[src/design/smmrc_map.svh]
// address map, field positions, reset values and codes for smm range control
`ifndef SMMRC_MAP_SVH
`define SMMRC_MAP_SVH

// ----------------------------------------------------------------------
// configuration register
// ----------------------------------------------------------------------
`define SMMRC_CTRL_OFFSET 8'h70
`define SMMRC_CTRL_RESET 8'h00
`define SMMRC_GMS_MSB 7
`define SMMRC_GMS_LSB 6
`define SMMRC_UPPER_SECURE_RANGE_SELECT_MSB 5
`define SMMRC_UPPER_SECURE_RANGE_SELECT_LSB 4
`define SMMRC_LOWER_SECURE_RANGE_SELECT_MSB 3
`define SMMRC_LOWER_SECURE_RANGE_SELECT_LSB 2
`define SMMRC_LOCK_BIT 1
`define SMMRC_ERR_BIT 0

// ----------------------------------------------------------------------
// field codes
// ----------------------------------------------------------------------
`define SMMRC_GMS_OFF 2'h0
`define SMMRC_GMS_NONE 2'h1
`define SMMRC_GMS_512K 2'h2
`define SMMRC_GMS_1M 2'h3
`define SMMRC_UPPER_SECURE_RANGE_SELECT_OFF 2'h0
`define SMMRC_UPPER_SECURE_RANGE_SELECT_HIGH_SECURE_REMAP 2'h1
`define SMMRC_UPPER_SECURE_RANGE_SELECT_512K 2'h2
`define SMMRC_UPPER_SECURE_RANGE_SELECT_1M 2'h3
`define SMMRC_LOWER_SECURE_RANGE_SELECT_OFF 2'h0
`define SMMRC_LOWER_SECURE_RANGE_SELECT_RAM 2'h1
`define SMMRC_LOWER_SECURE_RANGE_SELECT_CODE 2'h2
`define SMMRC_LOWER_SECURE_RANGE_SELECT_SMM 2'h3

// ----------------------------------------------------------------------
// sizes and address windows
// ----------------------------------------------------------------------
`define SMMRC_SIZE_0 32'h0000_0000
`define SMMRC_SIZE_512K 32'h0008_0000
`define SMMRC_SIZE_1M 32'h0010_0000
`define SMMRC_AB_BASE 32'h000A_0000
`define SMMRC_AB_LAST 32'h000B_FFFF
`define SMMRC_HIGH_SECURE_REMAP_BASE 32'hFEEA_0000
`define SMMRC_HIGH_SECURE_REMAP_LAST 32'hFEEB_FFFF
`define SMMRC_AB_OFS_MASK 32'h0001_FFFF

`endif

[src/design/smmrc_pkg.sv]
// types shared by the smm range control block
package smmrc_pkg;

	// ------------------------------------------------------------------
	// routing destinations
	// ------------------------------------------------------------------
	typedef enum logic [1:0] {
		SMMRC_TO_DRAM = 2'h0,
		SMMRC_TO_GFX = 2'h1,
		SMMRC_TO_HUB = 2'h3
	} smmrc_dest_t;

	// ------------------------------------------------------------------
	// carriers
	// ------------------------------------------------------------------
	typedef struct packed {
		logic [1:0] graphics_memory_size_select;
		logic [1:0] upper_secure_range_select;
		logic [1:0] lower_secure_range_select;
		logic secure_space_lock;
		logic extended_secure_violation_flag;
	} smmrc_ctrl_t;

	typedef struct packed {
		logic valid;
		logic [31:0] addr;
		logic smm;
		logic code;
		logic write;
		logic writeback;
	} smmrc_req_t;

	typedef struct packed {
		logic valid;
		smmrc_dest_t dest;
		logic [31:0] addr;
		logic violation;
	} smmrc_resp_t;

	typedef struct packed {
		logic [31:0] top_secure_segment_base;
		logic [31:0] gfx_base;
		logic top_secure_segment_en;
		logic high_secure_remap_en;
		logic gfx_en;
	} smmrc_map_t;

	typedef struct packed {
		smmrc_ctrl_t ctrl;
		logic [7:0] rdata;
		smmrc_resp_t resp;
		smmrc_map_t map;
		logic gfx_clk_en;
	} smmrc_state_t;

endpackage

[src/design/smmrc_ctrl.sv]
// smm memory range control: configuration register, lock and routing
`timescale 1ns/1ps
`include "smmrc_map.svh"

// ----------------------------------------------------------------------
// ----------------------------------------------------------------------

module smmrc_ctrl (
	// clock and reset
	input wire logic i_clk,
	input wire logic i_rstn,
	// configuration space access
	input wire logic i_cfg_wr,
	input wire logic i_cfg_rd,
	input wire logic [7:0] i_cfg_addr,
	input wire logic [7:0] i_cfg_wdata,
	output logic [7:0] o_cfg_rdata,
	// memory request from the processor side
	input wire logic [31:0] i_tom,
	input wire smmrc_pkg::smmrc_req_t i_req,
	output smmrc_pkg::smmrc_resp_t o_resp,
	// status toward the rest of the bridge
	output logic o_gfx_enable,
	output logic o_gfx_clk_en,
	output logic o_dram_param_lock,
	output logic o_violation,
	output logic [31:0] o_top_secure_segment_base,
	output logic [31:0] o_gfx_base,
	output logic [31:0] o_sysram_top
);
	import smmrc_pkg::*;

	smmrc_state_t state;
	smmrc_state_t next_state;
	smmrc_resp_t route;
	logic hit_ctrl;
	logic wr_ctrl;
	logic rd_ctrl;
	logic locked;
	logic [31:0] top_secure_segment_size;
	logic [31:0] gfx_size;
	logic [31:0] top_secure_segment_base;
	logic [31:0] gfx_base;

	// ------------------------------------------------------------------
	// routing decision
	// ------------------------------------------------------------------
	smmrc_route u_route (
		.i_ctrl(state.ctrl),
		.i_map(state.map),
		.i_tom(i_tom),
		.i_req(i_req),
		.o_resp(route)
	);

	// ------------------------------------------------------------------
	// register decode
	// ------------------------------------------------------------------
	always_comb begin
		hit_ctrl = i_cfg_addr == `SMMRC_CTRL_OFFSET;
		wr_ctrl = i_cfg_wr && hit_ctrl;
		rd_ctrl = i_cfg_rd && hit_ctrl;
		locked = state.ctrl.secure_space_lock;
	end

	// ------------------------------------------------------------------
	// sizes of the taken blocks
	// ------------------------------------------------------------------
	always_comb begin
		case (state.ctrl.upper_secure_range_select)
			`SMMRC_UPPER_SECURE_RANGE_SELECT_512K: begin
				top_secure_segment_size = `SMMRC_SIZE_512K;
			end
			`SMMRC_UPPER_SECURE_RANGE_SELECT_1M: begin
				top_secure_segment_size = `SMMRC_SIZE_1M;
			end
			default: begin
				top_secure_segment_size = `SMMRC_SIZE_0;
			end
		endcase
	end

	always_comb begin
		case (state.ctrl.graphics_memory_size_select)
			`SMMRC_GMS_512K: begin
				gfx_size = `SMMRC_SIZE_512K;
			end
			`SMMRC_GMS_1M: begin
				gfx_size = `SMMRC_SIZE_1M;
			end
			default: begin
				gfx_size = `SMMRC_SIZE_0;
			end
		endcase
	end

	// ------------------------------------------------------------------
	// carving: top segment first, graphics just below
	// ------------------------------------------------------------------
	always_comb begin
		top_secure_segment_base = i_tom - top_secure_segment_size;
		gfx_base = top_secure_segment_base - gfx_size;
	end

	// ------------------------------------------------------------------
	// next state
	// ------------------------------------------------------------------
	always_comb begin
		next_state = state;

		// graphics size field
		if (wr_ctrl && !locked) begin
			next_state.ctrl.graphics_memory_size_select =
				i_cfg_wdata[`SMMRC_GMS_MSB:`SMMRC_GMS_LSB];
		end

		// upper secure range field
		if (wr_ctrl && !locked) begin
			next_state.ctrl.upper_secure_range_select =
				i_cfg_wdata[`SMMRC_UPPER_SECURE_RANGE_SELECT_MSB:`SMMRC_UPPER_SECURE_RANGE_SELECT_LSB];
		end

		// lower secure range field, msb
		if (wr_ctrl && !locked) begin
			next_state.ctrl.lower_secure_range_select[1] =
				i_cfg_wdata[`SMMRC_LOWER_SECURE_RANGE_SELECT_MSB];
		end

		// lower secure range field, lsb
		if (wr_ctrl) begin
			if (!locked) begin
				next_state.ctrl.lower_secure_range_select[0] =
					i_cfg_wdata[`SMMRC_LOWER_SECURE_RANGE_SELECT_LSB];
			end else if (state.ctrl.lower_secure_range_select[1]) begin
				next_state.ctrl.lower_secure_range_select[0] =
					i_cfg_wdata[`SMMRC_LOWER_SECURE_RANGE_SELECT_LSB];
			end
		end

		// lock: sets by write, never clears by write
		if (wr_ctrl && !locked && i_cfg_wdata[`SMMRC_LOCK_BIT]) begin
			next_state.ctrl.secure_space_lock = 1'b1;
		end

		// violation flag: write one clears, a new hit wins
		if (wr_ctrl && i_cfg_wdata[`SMMRC_ERR_BIT]) begin
			next_state.ctrl.extended_secure_violation_flag = 1'b0;
		end
		if (route.violation) begin
			next_state.ctrl.extended_secure_violation_flag = 1'b1;
		end

		// read data, zero when not addressed
		if (rd_ctrl) begin
			next_state.rdata = state.ctrl;
		end else begin
			next_state.rdata = 8'h00;
		end

		// registered routing answer
		next_state.resp = route;
		if (!i_req.valid) begin
			next_state.resp.violation = 1'b0;
		end

		// taken-memory map
		next_state.map.top_secure_segment_base = top_secure_segment_base;
		next_state.map.gfx_base = gfx_base;
		next_state.map.top_secure_segment_en =
			state.ctrl.upper_secure_range_select[1];
		next_state.map.high_secure_remap_en =
			(state.ctrl.upper_secure_range_select != `SMMRC_UPPER_SECURE_RANGE_SELECT_OFF) &&
			(state.ctrl.lower_secure_range_select == `SMMRC_LOWER_SECURE_RANGE_SELECT_OFF);
		next_state.map.gfx_en =
			state.ctrl.graphics_memory_size_select[1];

		// graphics clock gate
		next_state.gfx_clk_en =
			state.ctrl.graphics_memory_size_select != `SMMRC_GMS_OFF;
	end

	// ------------------------------------------------------------------
	// state register
	// ------------------------------------------------------------------
	always_ff @(posedge i_clk or negedge i_rstn) begin
		if (!i_rstn) begin
			state.ctrl <= `SMMRC_CTRL_RESET;
			state.rdata <= 8'h00;
			state.resp.valid <= 1'b0;
			state.resp.dest <= SMMRC_TO_HUB;
			state.resp.addr <= 32'h0000_0000;
			state.resp.violation <= 1'b0;
			state.map.top_secure_segment_base <= 32'h0000_0000;
			state.map.gfx_base <= 32'h0000_0000;
			state.map.top_secure_segment_en <= 1'b0;
			state.map.high_secure_remap_en <= 1'b0;
			state.map.gfx_en <= 1'b0;
			state.gfx_clk_en <= 1'b0;
		end else begin
			state <= next_state;
		end
	end

	// ------------------------------------------------------------------
	// outputs
	// ------------------------------------------------------------------
	always_comb begin
		o_cfg_rdata = state.rdata;
		o_resp = state.resp;
		o_gfx_enable = state.gfx_clk_en;
		o_gfx_clk_en = state.gfx_clk_en;
		o_dram_param_lock = state.ctrl.secure_space_lock;
		o_violation = state.ctrl.extended_secure_violation_flag;
		o_top_secure_segment_base = state.map.top_secure_segment_base;
		o_gfx_base = state.map.gfx_base;
		o_sysram_top = state.map.gfx_base;
	end

endmodule

[src/design/smmrc_route.sv]
// combinational routing of one processor memory request
`timescale 1ns/1ps
`include "smmrc_map.svh"

module smmrc_route (
	// programmed state
	input wire smmrc_pkg::smmrc_ctrl_t i_ctrl,
	input wire smmrc_pkg::smmrc_map_t i_map,
	input wire logic [31:0] i_tom,
	// request and decision
	input wire smmrc_pkg::smmrc_req_t i_req,
	output smmrc_pkg::smmrc_resp_t o_resp
);
	import smmrc_pkg::*;

	logic in_ab;
	logic in_high_secure_remap;
	logic in_top_secure_segment;
	logic in_gfx;
	logic in_ram;
	smmrc_dest_t vga_dest;

	// ------------------------------------------------------------------
	// window hits
	// ------------------------------------------------------------------
	always_comb begin
		in_ab = (i_req.addr >= `SMMRC_AB_BASE) &&
			(i_req.addr <= `SMMRC_AB_LAST);
		in_high_secure_remap = i_map.high_secure_remap_en && (i_req.addr >= `SMMRC_HIGH_SECURE_REMAP_BASE) &&
			(i_req.addr <= `SMMRC_HIGH_SECURE_REMAP_LAST);
		in_top_secure_segment = i_map.top_secure_segment_en && (i_req.addr >= i_map.top_secure_segment_base) &&
			(i_req.addr < i_tom);
		in_gfx = i_map.gfx_en && (i_req.addr >= i_map.gfx_base) &&
			(i_req.addr < i_map.top_secure_segment_base);
		in_ram = i_req.addr < i_map.gfx_base;
		vga_dest = (i_ctrl.graphics_memory_size_select == `SMMRC_GMS_OFF) ?
			SMMRC_TO_HUB : SMMRC_TO_GFX;
	end

	// ------------------------------------------------------------------
	// destination
	// ------------------------------------------------------------------
	always_comb begin
		o_resp.valid = i_req.valid;
		o_resp.addr = i_req.addr;
		o_resp.dest = SMMRC_TO_HUB;
		o_resp.violation = 1'b0;
		if (in_ab) begin
			case (i_ctrl.lower_secure_range_select)
				`SMMRC_LOWER_SECURE_RANGE_SELECT_RAM: begin
					o_resp.dest = SMMRC_TO_DRAM;
				end
				`SMMRC_LOWER_SECURE_RANGE_SELECT_CODE: begin
					o_resp.dest = (i_req.smm && i_req.code && !i_req.write) ?
						SMMRC_TO_DRAM : vga_dest;
				end
				`SMMRC_LOWER_SECURE_RANGE_SELECT_SMM: begin
					o_resp.dest = i_req.smm ? SMMRC_TO_DRAM : vga_dest;
				end
				default: begin
					o_resp.dest = vga_dest;
				end
			endcase
		end else if (in_high_secure_remap) begin
			if (i_req.smm) begin
				o_resp.dest = SMMRC_TO_DRAM;
				o_resp.addr = `SMMRC_AB_BASE |
					(i_req.addr & `SMMRC_AB_OFS_MASK);
			end else begin
				o_resp.dest = SMMRC_TO_HUB;
				o_resp.violation = i_req.valid && !i_req.writeback;
			end
		end else if (in_top_secure_segment) begin
			if (i_req.smm) begin
				o_resp.dest = SMMRC_TO_DRAM;
			end else begin
				o_resp.dest = SMMRC_TO_HUB;
				o_resp.violation = i_req.valid && !i_req.writeback;
			end
		end else if (in_gfx) begin
			o_resp.dest = SMMRC_TO_HUB;
		end else if (in_ram) begin
			o_resp.dest = SMMRC_TO_DRAM;
		end else begin
			o_resp.dest = SMMRC_TO_HUB;
		end
	end

endmodule

[config.mk]
export PLATFORM = sky130hd
export DESIGN_NAME = smmrc_ctrl
export DESIGN_NICKNAME = d
export VERILOG_FILES = /design/src/design/smmrc_pkg.sv /design/src/design/smmrc_ctrl.sv /design/src/design/smmrc_route.sv
export VERILOG_INCLUDE_DIRS = /design/src /design/src/design
export SDC_FILE = /design/constraint.sdc
export NUM_CORES = 1
export LEC_CHECK = 0
export ABC_AREA = 1
export BUFFER_PORTS_ARGS = -buffer_cell sky130_fd_sc_hd__buf_2
export CAP_MARGIN = 20
export CORE_MARGIN = 10
export CORE_UTILIZATION = 45
export DETAILED_ROUTE_END_ITERATION = 8
export PLACE_DENSITY = 0.76
export SYNTH_ARGS = -nofsm -noshare
export SYNTH_HDL_FRONTEND = slang
export SYNTH_SLANG_ARGS = --single-unit
[constraint.sdc]
create_clock -name i_clk -period 2.6 [get_ports i_clk]
set_input_delay 0.39 -clock i_clk [delete_from_list [all_inputs] [get_ports i_clk]]
set_output_delay 0.39 -clock i_clk [all_outputs]
set_load 0.01 [all_outputs]
# After elaboration in Yosys (flattened, before gate mapping)
# Cells that the tools add are included.
[word_totals]
regBits = 120
input_bits = 89
elab_cells = 86
[classes]
n_addsub = 2
magnitude_cmp = 9
n_eq_ne = 9
n_mux = 24
n_reduce_logical = 25
[op_table]
columns = ["op", "n"]
rows = [
  ["32-bit less-than comparator", 3],
  ["21-bit one-hot mux with 2 select lines", 2],
  ["32-bit greater-or-equal comparator", 2],
  ["32-bit two-way mux", 2],
  ["32-bit subtractor", 2],
  ["33-bit two-way mux", 1],
  ["32-bit by 20-bit greater-or-equal comparator with 1-bit output, second input constant", 1],
  ["32-bit greater-or-equal comparator, second input constant", 1],
  ["32-bit by 20-bit less-or-equal comparator with 1-bit output, second input constant", 1],
  ["32-bit less-or-equal comparator, second input constant", 1],
  ["2-bit two-way mux", 9],
  ["1-bit logical AND", 16],
  ["2-bit == test, second input constant", 6],
  ["8-bit by 7-bit == test with 1-bit output, second input constant", 1],
  ["1-bit two-way mux", 8],
  ["8-bit two-way mux", 1],
  ["2-bit one-hot mux with 3 select lines", 1],
  ["2-bit nonzero test", 3],
  ["2-bit logical NOT", 2],
  ["1-bit logical NOT", 3],
  ["2-bit by 1-bit == test with 1-bit output, second input constant", 1],
  ["2-bit by 1-bit inequality test with 1-bit output, second input constant", 1],
  ["2-bit AND reduction", 1],
]

# Longest topological paths before layout
# Gate-level depths: netlist of run 1.
[logic_depth]
word_depth = 7
ltp_mapped = 18
mapped_depth_nobuf = 18

# Cells and area by module
# A second synthesis of run 1 with hierarchy kept.
[hier_totals]
cells_unflattened = 913
area_unflattened_um2 = 7505.9
[modules_own_cells]
columns = ["mod", "instances", "cells_per_inst", "area_each_um2"]
rows = [
  ["smmrc_ctrl", 1, 429, 4563.1],
  ["smmrc_route", 1, 484, 2942.8],
]

# Worst setup path after synthesis of run 1
# No wires, ideal clock.
[synth_path]
kind = "reg-to-reg"
start = "reg state, in the netlist next_state[3]"
end = "reg state, in the netlist o_gfx_base[28]"
setup_ns = 0.131
t_arrival_ns = 2.396
t_required_ns = 2.469
path_slack_ns = 0.073
path_stages_with_launch = 12
n_path_buf = 0
synth_period_minus_slack_ns = 2.527
path_cell_list = "dfrtp_1 > inv_1 > nor2_1 > ha_1 > fa_1 > inv_1 > ha_1 > a211oi_1 > nand2_2 > nor2_2 > nand2_1 > xor2_1"
[synth_lines]
columns = ["item", "line_no", "text"]
rows = [
  ["start: declaration", "smmrc_ctrl.sv:33", "smmrc_state_t state;"],
  ["start signal: assignment", "smmrc_ctrl.sv:200", "state <= next_state;"],
]

==> impl_metrics.ini, run 1 <==
[synthesis]
syn_nets = 969
synth_seq_cells = 101
ys_async_sr_fraction_pct = 100
yosysSeqAreaShare_pct = 37.2
syn_inst = 798
synth-edff-count = 0
syn_area_per_cell_um2 = 8.53
netlist.area_leader.share_pct = 36.4
synthTopCellsByArea = dfrtp_1 (36%), buf_4 (16%), ha_1 (15%), inv_1 (8.2%), nand2_1 (6.5%)
ys_warn_count = 0
ys.flop_type = dfrtp_1
synth_cell_type_count = 38
syn_area_um2 = 6810
synth_top_area_cell = dfrtp_1

[power]
pwr-share-seq_pct = 46.3
power.leakage_nw = 4.37
switching_power_w = 0.00104
p_per_area_nw_per_um2 = 487
internal_power_w = 0.00260
report.power.total_w = 0.00364
combPwrFrac_pct = 19.1
pwr-share-clk_pct = 34.6
peakVddDrop_uv = 303
netSwitchingFraction_pct = 28.6

[finish]
num_antenna_cells = 0
areaGrowthSynthToFinish_pct = 9.80
fin_nets = 1073
final_cells = 1091
drive_above_1_share_pct = 30.9

[detailed_routing]
drt-vias-per-instance = 4.74
vias = 5170
top_layer = met4
drtAntennaViolNets = 0
wl_per_cell_um = 16.2
drtIter0Drc = 199
finalWirelength_um = 17600
drc = 0
wl_met2_um = 8720
wl_met3_um = 1590
drt-met1-wl_um = 6830
dr.pass1.iters = 4

[setup_path]
crit_arrival_ps = 2670
cp_cell_sequence = inv_1, nor2_1, ha_2, fa_1, inv_1, ha_1, a211oi_2, buf_4, nand2_2, nor2_2, nand2_1, xor2_1
r2r_slack_ps = 160
slowest_stage = fa_1
cp_max_fo = 4
crit_required_ps = 2830
critical-path-max-stage-delay_ps = 500
cp-start-kind = register
endpoint_kind = register
crit_type = reg2reg
critPathMostFrequentCell = inv_1

[global_route]
grt_pass1_wl_um = 26700
grt_overflow = 0
grt_max_degree = 74
grt_pass1_vias = 5302
grtUsageTotal_pct = 16.8
grt_antenna_before_repair = 0

[floorplan]
rows = 44
die_w_um = 143
initial_core_util_pct = 46.3
die-height_um = 143
io_pins = 233
coreArea_um2 = 14700
die-area_um2 = 20400

[timing]
final_max_slew_viol_count = 0
fin_ws_ps = 159
tns_ps = 0
setup_viol = 0
skew_ps = 7.78
finalCritPeriodShare_pct = 93.9
min_period_ps = 2440
holdWs_ps = 158
worst_pin_slew_ps = 804
hold_viol = 0
max_slew_margin_pct = 46.4
fmax_ghz = 0.410

[worst_hold_path]
hold_path.class = in2reg

[outcome]
outcome = complete, no violations

[cts]
cts-buffers-inserted = 9
clk_pin_slew_ps = 70
numClockSinks = 101
clock_path_buffers = 2
cts_tree = yes
worstSkewPairLatency_ps = 350
cts_root_buf = clkbuf_16
htreeDepth = 3

[placed_design]
place_inst = 1071
gp_congestion = 0.885
pre_cts_slack_ps = 43.3
hpwl_um = 15100
port-buffer-count = 232

[job]
cap_violations = 0
==> timing repair <==
item | CTS | global route
setup buffers | 0 | 3
resized for setup | 0 | 2
endpoints found under the setup margin | 0 | 2
hold endpoints to repair | 28 | 0
hold buffers | 1 | 0
==> sequential cells by signal (all words and copies together) (netlist names) <==
register                   count
o_resp                        36
state                          7
next_state                     2
o_top_secure_segment_base     13
o_gfx_clk_en                   1
o_gfx_base                    32
o_violation                    1
o_dram_param_lock              1
o_cfg_rdata                    8
==> cell type report <==
type                       instances  area (µm²)
fill                            1372        7220
sequential                       101        2530
clock inverter                     3        21.3
inverter                         151         567
multi-input combinational        399        2640
timing repair buffer             240        1240
tap                              184         230
clock buffer                      13         250
==> final timing paths <==
path / from / cells past startpoint / to
worst max-delay path: next_state[3] / 12 / o_gfx_base[30]
worst min-delay path: i_tom[11] / 1 / o_gfx_base[11]
worst max register to register: next_state[3] / 12 / o_gfx_base[30]
worst min register to register: next_state[3] / 0 / state[3]
max in group asynchronous: i_rstn / 3 / o_gfx_base[17]
min in group asynchronous: i_rstn / 2 / o_resp[11]
==> cells in the mapped netlist, drive strengths merged, types with 4 or more instances <==
library cell / count
a211oi: 4
a21oi: 32
buf: 141
clkbuf: 6
dfrtp: 99
ha: 80
inv: 151
mux2: 5
nand2: 120
nand3: 20
nand4: 10
nor2: 59
nor3: 4
nor4: 4
o21ai: 22
xor2: 18
==> critical path, delay by kind of cell (launching register included) <==
kind | cells | cell delay [ps]
adders and majority gates | 3 | 990
DFF | 1 | 410
buffers and inverters | 3 | 310
and+or+nand+nor | 4 | 310
AOI/OAI and AO/OA | 1 | 170
xor gates and xnor gates | 1 | 140
==> placed cells by master (no fill, tap or decap), types with 3 or more instances in the layout <==
cell,Yosys,layout
buf_2,0,231
a21oi_1,32,32
ha_1,80,79
nor3_1,4,4
nor2_1,52,52
nor2_2,6,6
mux2_2,5,5
nand2_2,3,3
clkbuf_16,0,9
nor4_1,4,4
inv_1,148,148
nand2_1,117,117
dfrtp_1,99,99
o21ai_0,21,21
and3_1,3,3
nand4_1,10,10
a21o_1,3,3
buf_4,141,7
xor2_2,3,3
xor2_1,15,15
clkbuf_1,6,3
inv_2,3,3
nand3_1,19,19
a211oi_1,4,3
==> power groups by stage <==
stage          combinational (W)  clock [W]  sequential (W)
2_1_floorplan           0.000506          0         0.00170
3_3_place_gp            0.000679          0         0.00171
3_5_place_dp            0.000700          0         0.00171
4_1_cts                 0.000705    0.00130         0.00168
5_1_grt                 0.000795    0.00135         0.00169
6_report                0.000696    0.00126         0.00168
==> per-stage QoR <==
| step | cell area [µm²] | util (%) |
|---|---|---|
| global route | 7470 | 50.9 |
| detailed placement | 7160 | 48.7 |
| CTS | 7440 | 50.6 |
| floorplan | 6810 | - |
| global placement | 7160 | 48.7 |
| finish | 7470 | 50.9 |
==> metal layers <==
metal	vias up	GRT usage [%]
met5	-	0
met4	0	6.84
met3	28	5.17
met2	200	29.5
met1	2399	18.6
li1	2543	-
==> logic make-up after synthesis <==
logic type	Yosys count	share of synthesized area (%)
buffers and inverters	298	24.2
adder cells (fa/ha/maj)	82	15.3
flip-flops	101	37.2
AO/OA/AOI/OAI	67	5.44
XOR/XNOR	19	2.78
multiplexers	5	0.827
AND/OR/NAND/NOR	226	14.3
No activity file was read; power rests on OpenSTA's default activity.
==> inputs of run 2 (changes only) <==
- RECOVER_POWER: not set -> 100
==> run 2 against run 1 <==
Compared with the run above:
- the run now ends with max-capacitance violations, max-slew violations left
- sequential share of layout area up 0.21 points
- final cell count unchanged
- maximum frequency about the same
- global-route usage unchanged
- largest power group unchanged
- combinational power down 1%
- register-to-register slack about the same
==> impl_metrics.ini, run 2 (synthesized netlist as in run 1, its figures left out) <==
[outcome]
outcome = complete, but fails checks
failed_checks = max-capacitance violations, max-slew violations

[power]
combPwrFrac_pct = 19.0
power.leakage_nw = 4.28
pwr-share-clk_pct = 34.7
pwr-share-seq_pct = 46.4
internal_power_w = 0.00259
netSwitchingFraction_pct = 28.7
p_per_area_nw_per_um2 = 489
switching_power_w = 0.00104
peakVddDrop_uv = 303

[global_route]
grt_pass1_wl_um = 26700
grt_pass1_vias = 5302
grt_antenna_before_repair = 0
grt_overflow = 0
grt_max_degree = 74
grtUsageTotal_pct = 16.8

[finish]
drive_above_1_share_pct = 27.0
areaGrowthSynthToFinish_pct = 9.12
multiInputGateArea_um2 = 2640
num_antenna_cells = 0
final_common_cell = buf_2
fill_cells = 1391
final_cell_mix = buf_2 (197), inv_1 (148), nand2_1 (117)
largest_reg_flops = 36
final_area_um2 = 7430
fin_nets = 1073
seq_area_um2 = 2530

[placed_design]
gp_congestion = 0.885
hpwl_um = 15100
detailed_place.area_um2 = 7160
port-buffer-count = 232

[timing]
fmax_ghz = 0.410
min_period_ps = 2440
skew_ps = 7.33
finalCritPeriodShare_pct = 93.9
setup_viol = 0
hold_viol = 0
holdWs_ps = 157
final_max_slew_viol_count = 29
worst_pin_slew_ps = 1580
max_slew_margin_pct = -5.46

[cts]
clock_path_buffers = 2
cts_tree = yes
cts-buffers-inserted = 9
numClockSinks = 101
worstSkewPairLatency_ps = 350
cts_root_buf = clkbuf_16
clk_pin_slew_ps = 70
htreeDepth = 3

[job]
cap_violations = 1

[setup_path]
endpoint_kind = register
r2r_cells = 12
r2r-start = next_state[3]
cp_cell_sequence = inv_1, nor2_1, ha_2, fa_1, inv_1, ha_1, a211oi_2, buf_4, nand2_2, nor2_2, nand2_1, xor2_1
crit_end = o_gfx_base[30]
crit_required_ps = 2830
slowest_stage = fa_1
cp-start-kind = register
r2r_slack_ps = 160
critPathMostFrequentCell = inv_1
critical-path-max-stage-delay_ps = 500
crit_type = reg2reg
cp_max_fo = 4
reg2reg_to = o_gfx_base[30]
crit_arrival_ps = 2670
crit_start = next_state[3]

[detailed_routing]
dr.pass1.iters = 4
vias = 5164
drtAntennaViolNets = 0
drt-vias-per-instance = 4.73
drc = 0
finalWirelength_um = 17600
drtIter0Drc = 179
wl_per_cell_um = 16.2

[floorplan]
die-height_um = 143
initial_core_util_pct = 46.3
die_w_um = 143
coreArea_um2 = 14700
rows = 44
die-area_um2 = 20400
io_pins = 233

[worst_hold_path]
hold_path.class = in2reg
==> run 2: worst min path at each step <==
stage,from,end,slack [ps],cells after the start
after floorplan,i_rstn,next_state[1],90,0
after global placement,i_rstn,o_resp[11],330,1
after detailed placement,i_rstn,o_resp[11],330,1
after CTS,i_tom[10],o_gfx_base[10],140,1
after global routing,i_tom[9],o_gfx_base[9],140,1
final,i_tom[11],o_gfx_base[11],160,1
==> run 2: power by group through the flow <==
stage,clock network (W),logic [W],registers (W)
global placement,0,0.000679,0.00171
CTS,0.00130,0.000705,0.00168
finish,0.00126,0.000688,0.00168
global route,0.00135,0.000786,0.00169
floorplan,0,0.000506,0.00170
detailed placement,0,0.000700,0.00171
==> run 2: repair_timing <==
action | in CTS | in global routing
setup endpoints to repair | 0 | 2
setup buffers | 0 | 3
hold buffers | 1 | 0
hold endpoints to repair | 28 | 0
resized for setup | 0 | 2
==> run 2: per-stage QoR <==
step | instances | TNS [ps] | worst slack [ps] | utilization [%] | power, W
final | 1091 | 0 | 158 | 50.5 | 0.00363
after global routing | 1091 | -47.9 | -28.2 | 50.5 | 0.00383
after CTS | 1088 | 0 | 76.1 | 50.6 | 0.00369
after detailed placement | 1071 | 0 | 43.3 | 48.7 | 0.00241
after global placement | 1071 | 0 | 83.9 | 48.7 | 0.00239
after floorplan | 798 | 0 | 73.4 | - | 0.00221
==> run 2: area by class of cell <==
class | instances | share of cell area, %
Clock buffer | 13 | 3.37
Clock inverter | 3 | 0.286
Inverter | 151 | 7.63
Multi-Input combinational cell | 399 | 35.5
Sequential cell | 101 | 34.1
Tap cell | 184 | 3.10
Timing Repair Buffer | 240 | 16.1
==> run 2: routing by layer <==
| metal | part of all wire (%) | GRT usage (%) |
|---|---|---|
| met5 | 0 | 0 |
| met2 | 49 | 29.5 |
| met3 | 9.1 | 5.17 |
| met4 | 2.8 | 6.84 |
| met1 | 39 | 18.6 |
==> run 2: critical path, delay by kind of cell (launching register included) <==
| family | cells | cell delay [ps] |
|---|---|---|
| compound gates | 1 | 170 |
| xor+xnor | 1 | 140 |
| simple gates | 4 | 310 |
| flops | 1 | 410 |
| buf+inv | 3 | 300 |
| fa+ha+maj | 3 | 990 |
